==> config.mk <==
export PLATFORM = sky130hd
export DESIGN_NAME = swk_osc_trim_cdr_regs
export DESIGN_NICKNAME = d
export VERILOG_FILES = /design/src/hw/swk_trim_pkg.sv /design/src/hw/recovery_calc_if.sv /design/src/hw/recovery_calc.sv /design/src/hw/swk_osc_trim_cdr_regs.sv
export SDC_FILE = /design/constraint.sdc
export NUM_CORES = 1
export LEC_CHECK = 0
export ABC_CLOCK_PERIOD_IN_PS = 1100
export BUFFER_PORTS_ARGS = -buffer_cell sky130_fd_sc_hd__buf_4
export CAP_MARGIN = 20
export CORE_UTILIZATION = 38
export DETAILED_ROUTE_END_ITERATION = 10
export PLACE_DENSITY = 0.66
export SETUP_SLACK_MARGIN = 0.1
export SKIP_CTS_REPAIR_TIMING = 1
export SYNTH_ARGS = -nofsm -noshare
export SYNTH_HDL_FRONTEND = slang
export SYNTH_SLANG_ARGS = --single-unit
==> constraint.sdc <==
create_clock -name i_ref_clk -period 1.1 [get_ports i_ref_clk]
set_input_delay 0.11 -clock i_ref_clk [delete_from_list [all_inputs] [get_ports i_ref_clk]]
set_output_delay 0.11 -clock i_ref_clk [all_outputs]
set_load 0.01 [all_outputs]
==> src/hw/swk_trim_pkg.sv <==
// Constants for the selective wake trim and clock recovery register group
package swk_trim_pkg;
    localparam logic [6:0] ADDR_OSC_FINE_TRIM   = 7'h38;
    localparam logic [6:0] ADDR_WAKE_OPTIONS    = 7'h39;
    localparam logic [6:0] ADDR_CAL_HIGH        = 7'h3A;
    localparam logic [6:0] ADDR_CAL_LOW         = 7'h3B;
    localparam logic [6:0] ADDR_RECOVERY_ONE    = 7'h3C;
    localparam logic [6:0] ADDR_RECOVERY_TWO    = 7'h3D;
    localparam logic [1:0] TRIM_UNLOCKED        = 2'h3;
    localparam int         FINE_LSB             = 0;
    localparam int         FINE_MSB             = 4;
    localparam int         OPT_WAKE_SEL_BIT     = 7;
    localparam int         OPT_COARSE_MSB       = 4;
    localparam int         RC1_FILT_LSB         = 2;
    localparam int         RC1_FILT_MSB         = 3;
    localparam int         RC1_ON_BIT           = 0;
    localparam logic [7:0] CAL_RESET            = 8'h00;
    localparam logic [1:0] FILT_RESET           = 2'h1;
    localparam logic       ON_RESET             = 1'b0;
    localparam logic [1:0] CLK_RESET            = 2'h0;
    localparam logic       WAKE_SEL_RESET       = 1'b0;
    localparam logic [1:0] FILT_8               = 2'h0;
    localparam logic [1:0] FILT_16              = 2'h1;
    localparam logic [1:0] FILT_32              = 2'h2;
    localparam logic [1:0] FILT_ADAPT           = 2'h3;
    localparam logic [5:0] TC_8                 = 6'h08;
    localparam logic [5:0] TC_16                = 6'h10;
    localparam logic [5:0] TC_32                = 6'h20;
    localparam logic [3:0] GAP_SHORT_MIN        = 4'h2;
    localparam logic [3:0] GAP_SHORT_MAX        = 4'h3;
    localparam logic [3:0] GAP_MID_MAX          = 4'h8;
    localparam logic [3:0] GAP_LONG_MAX         = 4'hA;
    localparam logic [6:0] MHZ_80               = 7'h50;
    localparam logic [6:0] MHZ_40               = 7'h28;
    localparam logic [6:0] MHZ_20               = 7'h14;
    localparam logic [6:0] MHZ_10               = 7'h0A;
endpackage : swk_trim_pkg

==> src/hw/recovery_calc_if.sv <==
// Signals between the register bank and the recovery calculation unit
`timescale 1ns/1ps
interface recovery_calc_if;
    logic [1:0] filter_code;
    logic [3:0] edge_gap_bits;
    logic [7:0] bit_time;
    logic [7:0] upper_limit;
    logic [7:0] lower_limit;
    logic [5:0] time_constant;
    logic [7:0] bit_time_clamped;

    modport bank (output filter_code, edge_gap_bits, bit_time, upper_limit, lower_limit,
                  input  time_constant, bit_time_clamped);
    modport calc (input  filter_code, edge_gap_bits, bit_time, upper_limit, lower_limit,
                  output time_constant, bit_time_clamped);
endinterface : recovery_calc_if

==> src/hw/recovery_calc.sv <==
// Filter time constant selection and bit-time clamping for clock recovery
`timescale 1ns/1ps
module recovery_calc
    import swk_trim_pkg::*;
(
    recovery_calc_if.calc calc_bus   // Codes in, constant and clamped time out
);
    always_comb begin
        case (calc_bus.filter_code)
            FILT_8:  calc_bus.time_constant = TC_8;
            FILT_16: calc_bus.time_constant = TC_16;
            FILT_32: calc_bus.time_constant = TC_32;
            default: begin
                // Gaps outside 2..10 bits fall back to the middle constant
                if (calc_bus.edge_gap_bits >= GAP_SHORT_MIN &&
                    calc_bus.edge_gap_bits <= GAP_SHORT_MAX) begin
                    calc_bus.time_constant = TC_32;
                end else if (calc_bus.edge_gap_bits > GAP_MID_MAX &&
                             calc_bus.edge_gap_bits <= GAP_LONG_MAX) begin
                    calc_bus.time_constant = TC_8;
                end else begin
                    calc_bus.time_constant = TC_16;
                end
            end
        endcase
    end

    always_comb begin
        if (calc_bus.bit_time > calc_bus.upper_limit) begin
            calc_bus.bit_time_clamped = calc_bus.upper_limit;
        end else if (calc_bus.bit_time < calc_bus.lower_limit) begin
            calc_bus.bit_time_clamped = calc_bus.lower_limit;
        end else begin
            calc_bus.bit_time_clamped = calc_bus.bit_time;
        end
    end
endmodule : recovery_calc

==> src/hw/swk_osc_trim_cdr_regs.sv <==
// Selective wake oscillator trim and clock recovery register bank
// Function
// - Trim writes ignored unless unlock equals 11
// - Low five trim bits: monotonic fine trim; code writes and drives all eight bits
// - Options bits 4:0 hold coarse trim
// - Options bit 7 picks wake receiver, locked
// - Reserved bits always read zero
// - Calibration bytes read-only, reset to zero
// - Filter codes 00/01/10 give 8/16/32
// - Filter code 11 adapts to edge spacing
// - Control one bit 0 enables recovery
// - Clock select gives 80/40/20/10 MHz
// - Control one resets to 0000 0100
// - Bit time clamped between limit registers
`timescale 1ns/1ps
module swk_osc_trim_cdr_regs
    import swk_trim_pkg::*;
#(
    parameter logic [7:0] FINE_TRIM_RESET   = 8'h00,  // Factory value not fixed here
    parameter logic [4:0] COARSE_TRIM_RESET = 5'h00   // Factory value not fixed here
) (
    input  wire logic        i_ref_clk,                   // 20 MHz clock
    input  wire logic        i_rst_n,                     // Power-on reset
    input  wire logic        i_soft_reset,                // Soft reset request
    input  wire logic        i_cmd_valid,                 // Register command strobe
    input  wire logic        i_cmd_write,                 // 1 write, 0 read
    input  wire logic [6:0]  i_cmd_addr,                  // Register address
    input  wire logic [7:0]  i_cmd_wdata,                 // Write data byte
    output logic      [7:0]  o_cmd_rdata,                 // Read data byte
    output logic             o_cmd_rvalid,                // Read data valid pulse
    input  wire logic [1:0]  i_trim_unlock,               // Trim unlock field
    input  wire logic [7:0]  i_calibration_high_byte,     // Calibration high source
    input  wire logic [7:0]  i_calibration_low_byte,      // Calibration low source
    input  wire logic [3:0]  i_edge_gap_bits,             // Falling edge spacing, bits
    input  wire logic [7:0]  i_bit_time,                  // Measured bit time
    input  wire logic [7:0]  i_recovery_upper_limit,      // Bit time upper limit
    input  wire logic [7:0]  i_recovery_lower_limit,      // Bit time lower limit
    output logic      [12:0] o_oscillator_tune_code,      // Full trim code
    output logic             o_wake_receiver_choice,      // 1 low-power receiver
    output logic             o_recovery_on,               // Recovery enable
    output logic      [1:0]  o_recovery_filter_constant,  // Filter code
    output logic      [5:0]  o_time_constant,             // Effective filter constant
    output logic      [1:0]  o_recovery_clock_choice,     // Clock select code
    output logic      [6:0]  o_recovery_clock_mhz,        // Recovery clock in MHz
    output logic      [7:0]  o_bit_time_clamped           // Limited bit time
);
    typedef struct packed {
        logic [7:0] fine_trim;
        logic [4:0] coarse_trim;
        logic       wake_sel;
        logic [7:0] cal_high;
        logic [7:0] cal_low;
        logic [1:0] filt;
        logic       on;
        logic [1:0] clk_sel;
        logic [7:0] rdata;
        logic       rvalid;
        logic [5:0] tc;
        logic [6:0] mhz;
        logic [7:0] bt;
    } state_t;

    state_t state;
    state_t next_state;
    logic   wr;
    logic   unlocked;

    recovery_calc_if calc_bus ();

    recovery_calc u_calc (
        .calc_bus (calc_bus.calc)
    );

    assign calc_bus.filter_code   = state.filt;
    assign calc_bus.edge_gap_bits = i_edge_gap_bits;
    assign calc_bus.bit_time      = i_bit_time;
    assign calc_bus.upper_limit   = i_recovery_upper_limit;
    assign calc_bus.lower_limit   = i_recovery_lower_limit;

    assign wr       = i_cmd_valid && i_cmd_write;
    assign unlocked = (i_trim_unlock == TRIM_UNLOCKED);

    always_comb begin
        next_state        = state;
        next_state.rvalid = 1'b0;
        // Calibration bytes follow their source; writes cannot reach them
        next_state.cal_high = i_calibration_high_byte;
        next_state.cal_low  = i_calibration_low_byte;
        next_state.tc       = calc_bus.time_constant;
        next_state.bt       = calc_bus.bit_time_clamped;
        case (state.clk_sel)
            2'h0:    next_state.mhz = MHZ_80;
            2'h1:    next_state.mhz = MHZ_40;
            2'h2:    next_state.mhz = MHZ_20;
            default: next_state.mhz = MHZ_10;
        endcase
        if (wr) begin
            case (i_cmd_addr)
                ADDR_OSC_FINE_TRIM: begin
                    if (unlocked) begin
                        next_state.fine_trim = i_cmd_wdata;
                    end
                end
                ADDR_WAKE_OPTIONS: begin
                    if (unlocked) begin
                        next_state.coarse_trim = i_cmd_wdata[OPT_COARSE_MSB:0];
                        next_state.wake_sel    = i_cmd_wdata[OPT_WAKE_SEL_BIT];
                    end
                end
                ADDR_RECOVERY_ONE: begin
                    next_state.filt = i_cmd_wdata[RC1_FILT_MSB:RC1_FILT_LSB];
                    next_state.on   = i_cmd_wdata[RC1_ON_BIT];
                end
                ADDR_RECOVERY_TWO: begin
                    next_state.clk_sel = i_cmd_wdata[1:0];
                end
                default: begin
                    next_state.rdata = state.rdata;   // Unmapped or read-only: no effect
                end
            endcase
        end else if (i_cmd_valid) begin
            next_state.rvalid = 1'b1;
            // Reserved positions return zero
            case (i_cmd_addr)
                ADDR_OSC_FINE_TRIM: next_state.rdata = state.fine_trim;
                ADDR_WAKE_OPTIONS:  next_state.rdata = {state.wake_sel, 2'h0,
                                                        state.coarse_trim};
                ADDR_CAL_HIGH:      next_state.rdata = state.cal_high;
                ADDR_CAL_LOW:       next_state.rdata = state.cal_low;
                ADDR_RECOVERY_ONE:  next_state.rdata = {4'h0, state.filt, 1'b0,
                                                        state.on};
                ADDR_RECOVERY_TWO:  next_state.rdata = {6'h00, state.clk_sel};
                default:            next_state.rdata = 8'h00;
            endcase
        end
        if (i_soft_reset) begin
            // Soft reset clears like power-on; trim keeps its factory default
            next_state.fine_trim   = FINE_TRIM_RESET;
            next_state.coarse_trim = COARSE_TRIM_RESET;
            next_state.wake_sel    = WAKE_SEL_RESET;
            next_state.cal_high    = CAL_RESET;
            next_state.cal_low     = CAL_RESET;
            next_state.filt        = FILT_RESET;
            next_state.on          = ON_RESET;
            next_state.clk_sel     = CLK_RESET;
        end
    end

    always_ff @(posedge i_ref_clk or negedge i_rst_n) begin
        if (!i_rst_n) begin
            state             <= '0;
            state.fine_trim   <= FINE_TRIM_RESET;
            state.coarse_trim <= COARSE_TRIM_RESET;
            state.wake_sel    <= WAKE_SEL_RESET;
            state.cal_high    <= CAL_RESET;
            state.cal_low     <= CAL_RESET;
            state.filt        <= FILT_RESET;
            state.on          <= ON_RESET;
            state.clk_sel     <= CLK_RESET;
            state.tc          <= TC_16;
            state.mhz         <= MHZ_80;
        end else begin
            state <= next_state;
        end
    end

    assign o_cmd_rdata                = state.rdata;
    assign o_cmd_rvalid               = state.rvalid;
    assign o_oscillator_tune_code     = {state.coarse_trim, state.fine_trim};
    assign o_wake_receiver_choice     = state.wake_sel;
    assign o_recovery_on              = state.on;
    assign o_recovery_filter_constant = state.filt;
    assign o_time_constant            = state.tc;
    assign o_recovery_clock_choice    = state.clk_sel;
    assign o_recovery_clock_mhz       = state.mhz;
    assign o_bit_time_clamped         = state.bt;
endmodule : swk_osc_trim_cdr_regs

# Yosys cells after proc, flatten, opt, wreduce, memory -nomap -nowiden
# Cells that the tools add are included.
dict set report classes {
  order_cmp 6
  n_eq_ne 11
  n_reduce_logical 16
  n_bitwise 1
  mux 18
}
# op n
set op_table {}
lappend op_table {{8-bit one-hot mux with 6 select lines} 1}
lappend op_table {{7-bit by 6-bit == test with 1-bit output, second input constant} 6}
lappend op_table {{35-bit two-way mux} 1}
lappend op_table {{8-bit two-way mux} 4}
lappend op_table {{7-bit one-hot mux with 3 select lines} 1}
lappend op_table {{6-bit two-way mux} 3}
lappend op_table {{6-bit one-hot mux with 3 select lines} 1}
lappend op_table {{14-bit two-way mux} 1}
lappend op_table {{2-bit nonzero test} 6}
lappend op_table {{5-bit two-way mux} 2}
lappend op_table {{8-bit > comparator} 1}
lappend op_table {{8-bit < comparator} 1}
lappend op_table {{2-bit == test, second input constant} 3}
lappend op_table {{2-bit AND reduction} 3}
lappend op_table {{3-bit AND reduction} 2}
lappend op_table {{2-bit by 1-bit == test with 1-bit output, second input constant} 2}
lappend op_table {{4-bit by 2-bit >= comparator with 1-bit output, second input constant} 1}
lappend op_table {{4-bit > comparator, second input constant} 1}
lappend op_table {{4-bit by 2-bit less-or-equal comparator with 1-bit output, second input constant} 1}
lappend op_table {{4-bit less-or-equal comparator, second input constant} 1}
lappend op_table {{2-bit logical NOT} 2}
lappend op_table {{1-bit logical AND} 3}
lappend op_table {{3-bit two-way mux} 1}
lappend op_table {{1-bit two-way mux} 2}
lappend op_table {{2 further kinds} 2}
dict set report word_totals {
  elab_cells 65
  regBits 65
  inputBits 66
  output_inout_bits 49
}

# Depth between registers and ports, before layout
dict set report depth {
  ltp_word 5
  mapped_depth 7
  mapped_depth_nobuf 7
}

# Modules after synthesis
# Synthesis repeated with hierarchy kept, for this count alone.
dict set report unflattened {
  hier_cells 314
  hier_area_um2 3503.4
}
# mod area_per_inst_um2 n_inst seq_area_each_um2 cells_per_inst
set modules_own_cells {}
lappend modules_own_cells {swk_osc_trim_cdr_regs 2845.2 1 1606.5 232}
lappend modules_own_cells {recovery_calc 658.1 1 0.0 82}

# Worst setup path in the final report
dict set report layout_path {
  start {in i_bit_time[6]}
  end {reg state (netlist bit o_bit_time_clamped[0])}
}
dict set report layout_via {
  elab_chain_cells 3
  word_cells_on_any_way 4
  cone_classes {order compare (2); mux (2)}
}
# item line_no
set layout_lines {}
lappend layout_lines {{from (decl)} swk_osc_trim_cdr_regs.sv:35} ;# input wire logic [7:0] i_bit_time,
lappend layout_lines {{8-bit < comparator} recovery_calc.sv:31} ;# end else if (calc_bus.bit_time < calc_bus.lower_limit) begin
lappend layout_lines {{8-bit two-way mux} recovery_calc.sv:31}
lappend layout_lines {{8-bit two-way mux *} recovery_calc.sv:29} ;# if (calc_bus.bit_time > calc_bus.upper_limit) begin
lappend layout_lines {{via calc_bus.bit_time_clamped[0]} recovery_calc_if.sv:10} ;# logic [7:0] bit_time_clamped;
lappend layout_lines {{to (signal assigned)} swk_osc_trim_cdr_regs.sv:163} ;# state <= next_state;
lappend layout_lines {{to (decl)} swk_osc_trim_cdr_regs.sv:63} ;# state_t state;
# The timed path passes the listed nets; every way through them passes the cells marked *.
# A chain may end at the register's enable or synchronous reset.

==> summary.md <==
| Metric | Value |
|---|---|
| Upper clock frequency limit | `about 780 MHz` |
| Master cell of the clock root buffer | `sky130_fd_sc_hd__clkbuf_8` |
| Unrepaired setup endpoints after global routing | `yes` |
| Clock latency on the worst-skew pair | `about 0.34 ns` |
| Static leakage | `roughly 2.5 nW` |
| Hold path cells | `2` |
| Total number of yosys warnings | `0` |
| Critical Path End Type | `flop` |
| Post-route core utilization | `0.583` |
| Clock-pin slew on the worst setup and hold paths | `around 0.07 ns` |
| Fin. Hold Viols | `1` |
| Non-Filler Cell Area, Final | `between 5000 and 6000 µm²` |
| Violations in the final reports | `hold timing, setup timing` |
| Placed instance count | `520` |
| Status | `complete, but fails checks` |
| Maximum clock insertion buffer count | `2` |
| Max Clock Skew | `0.00567 ns` |
| Setup slack after layout | `-0.182 ns` |
| GP Congestion | `just under 0.8` |
| Portion of the clock cycle consumed by the worst path in the final layout | `1.17` |
| Number of buffer cells added on primary ports | `between 100 and 150` |
| Num ports | `approximately 120` |
| Kind of launch point of the worst setup path | `input pin` |
| Critical register-to-register path startpoint | `o_oscillator_tune_code[2]$_DFFE_PN0P_` |
| Antenna Nets Post-Route | `0` |
| Post-synthesis register bit count | `between 60 and 70` |
| Global router's overall resource usage | `0.164` |
| Total half-perimeter wirelength after legalization and detailed placement | `slightly below 6000 µm` |
| Reg2Reg Depth | `5` |
| Total of endpoints with negative setup slack in the final report | `26` |
| Count of different cell masters after synthesis | `43` |
| Initial Utilization | `0.389` |
| Crit Path Category | `input pin to flop` |
| Non-filler cells in the finished layout | `560` |
| Internal reg-to-reg setup slack | `-0.10 ns` |
| Vias per cell | `between 4 and 5` |
| Detailed-routing iteration count for the pre-antenna-repair pass | `4` |
| Total via count in the routed design | `2571` |
| Synthesis-to-finish area growth | `50.0%` |
| DRC violations left | `0` |
| Clk sinks | `~60` |
| Required time of the critical path | `about 1.3 ns` |
| Synthesized netlist cell count | `between 300 and 400` |
| Die Outline Area | `roughly 9300 µm²` |
| Die width | `roughly 96 µm` |
| Power per unit of standard cell area | `approximately 1000 nW/µm²` |
| Crit path arrival time | `1.50 ns` |
| Synthesized area per cell | `between 10 and 15 µm²` |
| Total congestion overflow | `0` |
| Wire length reported by the detailed router | `7610 µm` |
| Mapped Area | `3380 µm²` |
| Number of global-route vias before repair | `2422` |
| Post-route total power | `roughly 5.3 mW` |
| Final count of pins violating max slew | `0` |
| Clock tree from TritonCTS | `built` |
| Dominant synthesized flop cell | `sky130_fd_sc_hd__dfrtp_1` |
| Drt first-iter violations | `28` |
| Max rail drop VDD | `approximately 0.00046 V` |
| Net count, final | `around 530` |
| Average detailed-routed wire length per instance | `13.6 µm` |
| Number of antenna cells inserted | `0` |
| Share of flip-flops with an asynchronous set or reset | `1.00` |
| # rows | `34` |
| Largest net degree at the start of global routing | `36` |
| First-pass GRT wire length | `between 10000 and 15000 µm` |
| Placeable core region | `just under 9000 µm²` |
| Number of antenna violations at the first check in global routing | `0` |
| End point of the worst hold path | `state[41]$_DFF_PN0_` |
| Worst Min Path Start | `i_calibration_low_byte[6]` |
| H-tree depth | `3` |
| Area post-placement | `about 4400 µm²` |
| Fraction of layout cells with a size suffix above 1 | `0.504` |
| Final worst path period need | `1.28 ns` |
| Highest fanout seen on the critical path | `3` |
| Cts bufs inserted | `9` |
| Max cap viols | `0` |
| Worst hold slack | `-0.00368 ns` |
| Pre-CTS setup slack | `-0.516 ns` |
| Worst min-delay path category | `input pin to flop` |
| Reg-to-Reg End | `o_cmd_rdata[2]$_DFFE_PN0P_` |
| Share of synthesized area occupied by flip-flops and latches | `0.454` |
| Number of enable-type register cells in the synthesized netlist | `0` |
| Height of the die | `a little under 100 µm` |
per-stage QoR:
step / TNS (ns) / hold slack (ns)
CTS: -2.33 / -0.362
global route: -3.59 / 0.00170
detailed placement: -11.36 / 0.0108
finish: -2.16 / -0.00368
global placement: -11.41 / 0.00705
floorplan: -4.30 / -0.186
cell usage in the layout, fill, tap and decap left out, types with 3 or more instances in the layout:
cell type	n
sky130_fd_sc_hd__a22o_1	8
sky130_fd_sc_hd__a21oi_1	5
sky130_fd_sc_hd__conb_1	4
sky130_fd_sc_hd__ha_1	8
sky130_fd_sc_hd__clkbuf_8	10
sky130_fd_sc_hd__dfstp_2	4
sky130_fd_sc_hd__buf_4	119
sky130_fd_sc_hd__dfrtp_1	57
sky130_fd_sc_hd__o22ai_1	4
sky130_fd_sc_hd__mux2i_1	34
sky130_fd_sc_hd__nor2b_1	20
sky130_fd_sc_hd__nor2_1	27
sky130_fd_sc_hd__dlygate4sd3_1	9
sky130_fd_sc_hd__mux2_4	4
sky130_fd_sc_hd__o21ai_2	3
sky130_fd_sc_hd__inv_2	3
sky130_fd_sc_hd__a21oi_2	5
sky130_fd_sc_hd__o21ai_1	3
sky130_fd_sc_hd__buf_6	47
sky130_fd_sc_hd__nand2_1	6
sky130_fd_sc_hd__inv_1	14
sky130_fd_sc_hd__ha_4	7
routing by layer:
| layer | track usage | vias to the layer above | share of wire |
|---|---|---|---|
| li1 | - | 1283 | - |
| met1 | 0.201 | 1200 | 0.42 |
| met2 | 0.268 | 79 | 0.49 |
| met3 | 0.0513 | 9 | 0.069 |
| met4 | 0.0672 | 0 | 0.013 |
| met5 | 0 | - | 0 |
cell families after synthesis:
logic type / share of synthesized area
buffers and inverters: 0.139
AND/OR/NAND/NOR: 0.120
flip-flops: 0.454
multiplexers: 0.136
AO/OA/AOI/OAI: 0.0901
adder cells (fa/ha/maj): 0.0556
XOR/XNOR: 0.00519
other: 0.00111
registers in the layout (all words and copies together), names as in the netlist:
name,count
o_wake_receiver_choice,1
o_cmd_rvalid,1
state,16
o_recovery_filter_constant,2
o_recovery_on,1
o_bit_time_clamped,8
o_cmd_rdata,8
o_recovery_clock_choice,2
o_recovery_clock_mhz,6
o_oscillator_tune_code,13
o_time_constant,3
worst max-delay path: stages:
cell	delay [ns]
sky130_fd_sc_hd__buf_4	0.12
sky130_fd_sc_hd__ha_1	0.30
sky130_fd_sc_hd__nand2_2	0.10
sky130_fd_sc_hd__o21ai_2	0.08
sky130_fd_sc_hd__a41oi_4	0.21
sky130_fd_sc_hd__mux2_4	0.32
sky130_fd_sc_hd__mux2_4	0.25
how the worst max path moves through the flow:
stage | endpoint | startpoint | slack, ns | cells after the start
2_1_floorplan | o_bit_time_clamped[0]$_DFF_PN0_ | i_bit_time[2] | -0.51 | 6
5_1_grt | o_bit_time_clamped[0]$_DFF_PN0_ | i_recovery_lower_limit[2] | -0.20 | 8
3_5_place_dp | o_bit_time_clamped[0]$_DFF_PN0_ | i_recovery_lower_limit[2] | -0.52 | 8
4_1_cts | o_bit_time_clamped[0]$_DFF_PN0_ | i_bit_time[2] | -0.16 | 7
3_3_place_gp | o_bit_time_clamped[0]$_DFF_PN0_ | i_bit_time[2] | -0.50 | 7
6_report | o_bit_time_clamped[0]$_DFF_PN0_ | i_bit_time[6] | -0.18 | 7
final cells by class:
cell class | count | area, µm²
Clock buffer | 12 | 145
Clock inverter | 4 | 47.5
Fill cell | 731 | 3610
Inverter | 19 | 76.3
Multi-Input combinational cell | 178 | 1560
Sequential cell | 61 | 1530
Tap cell | 108 | 135
Timing Repair Buffer | 178 | 1570
report_power, final:
| group | leakage [nW] | switching, mW | internal (mW) |
|---|---|---|---|
| registers | 0.802 | 0.0219 | 2.32 |
| logic | 1.64 | 0.444 | 0.552 |
| clock network | 0.0964 | 0.842 | 1.10 |
synth_stat cells, types with 2 or more instances:
cell | instances | area (µm²)
sky130_fd_sc_hd__dfrtp_1 | 57 | 1430
sky130_fd_sc_hd__buf_4 | 47 | 353
sky130_fd_sc_hd__mux2i_1 | 36 | 360
sky130_fd_sc_hd__nor2_1 | 29 | 109
sky130_fd_sc_hd__nor2b_1 | 21 | 131
sky130_fd_sc_hd__inv_1 | 19 | 71.3
sky130_fd_sc_hd__ha_1 | 15 | 188
sky130_fd_sc_hd__a21oi_1 | 10 | 50.1
sky130_fd_sc_hd__a22o_1 | 8 | 70.1
sky130_fd_sc_hd__clkbuf_1 | 8 | 30.0
sky130_fd_sc_hd__nand2_1 | 7 | 26.3
sky130_fd_sc_hd__dfstp_2 | 4 | 105
sky130_fd_sc_hd__o21ai_0 | 4 | 20.0
sky130_fd_sc_hd__o22ai_1 | 4 | 25.0
sky130_fd_sc_hd__a22oi_1 | 3 | 22.5
sky130_fd_sc_hd__buf_2 | 3 | 15.0
sky130_fd_sc_hd__nand3_1 | 3 | 15.0
sky130_fd_sc_hd__a31oi_1 | 2 | 12.5
sky130_fd_sc_hd__and3_1 | 2 | 12.5
sky130_fd_sc_hd__mux2_2 | 2 | 22.5
sky130_fd_sc_hd__mux2_4 | 2 | 30.0
sky130_fd_sc_hd__mux4_2 | 2 | 45.0
sky130_fd_sc_hd__nand3b_1 | 2 | 15.0
sky130_fd_sc_hd__nand4_1 | 2 | 12.5
sky130_fd_sc_hd__nand4b_1 | 2 | 17.5
sky130_fd_sc_hd__o21ai_2 | 2 | 17.5
(Power assumes the default switching activity.)
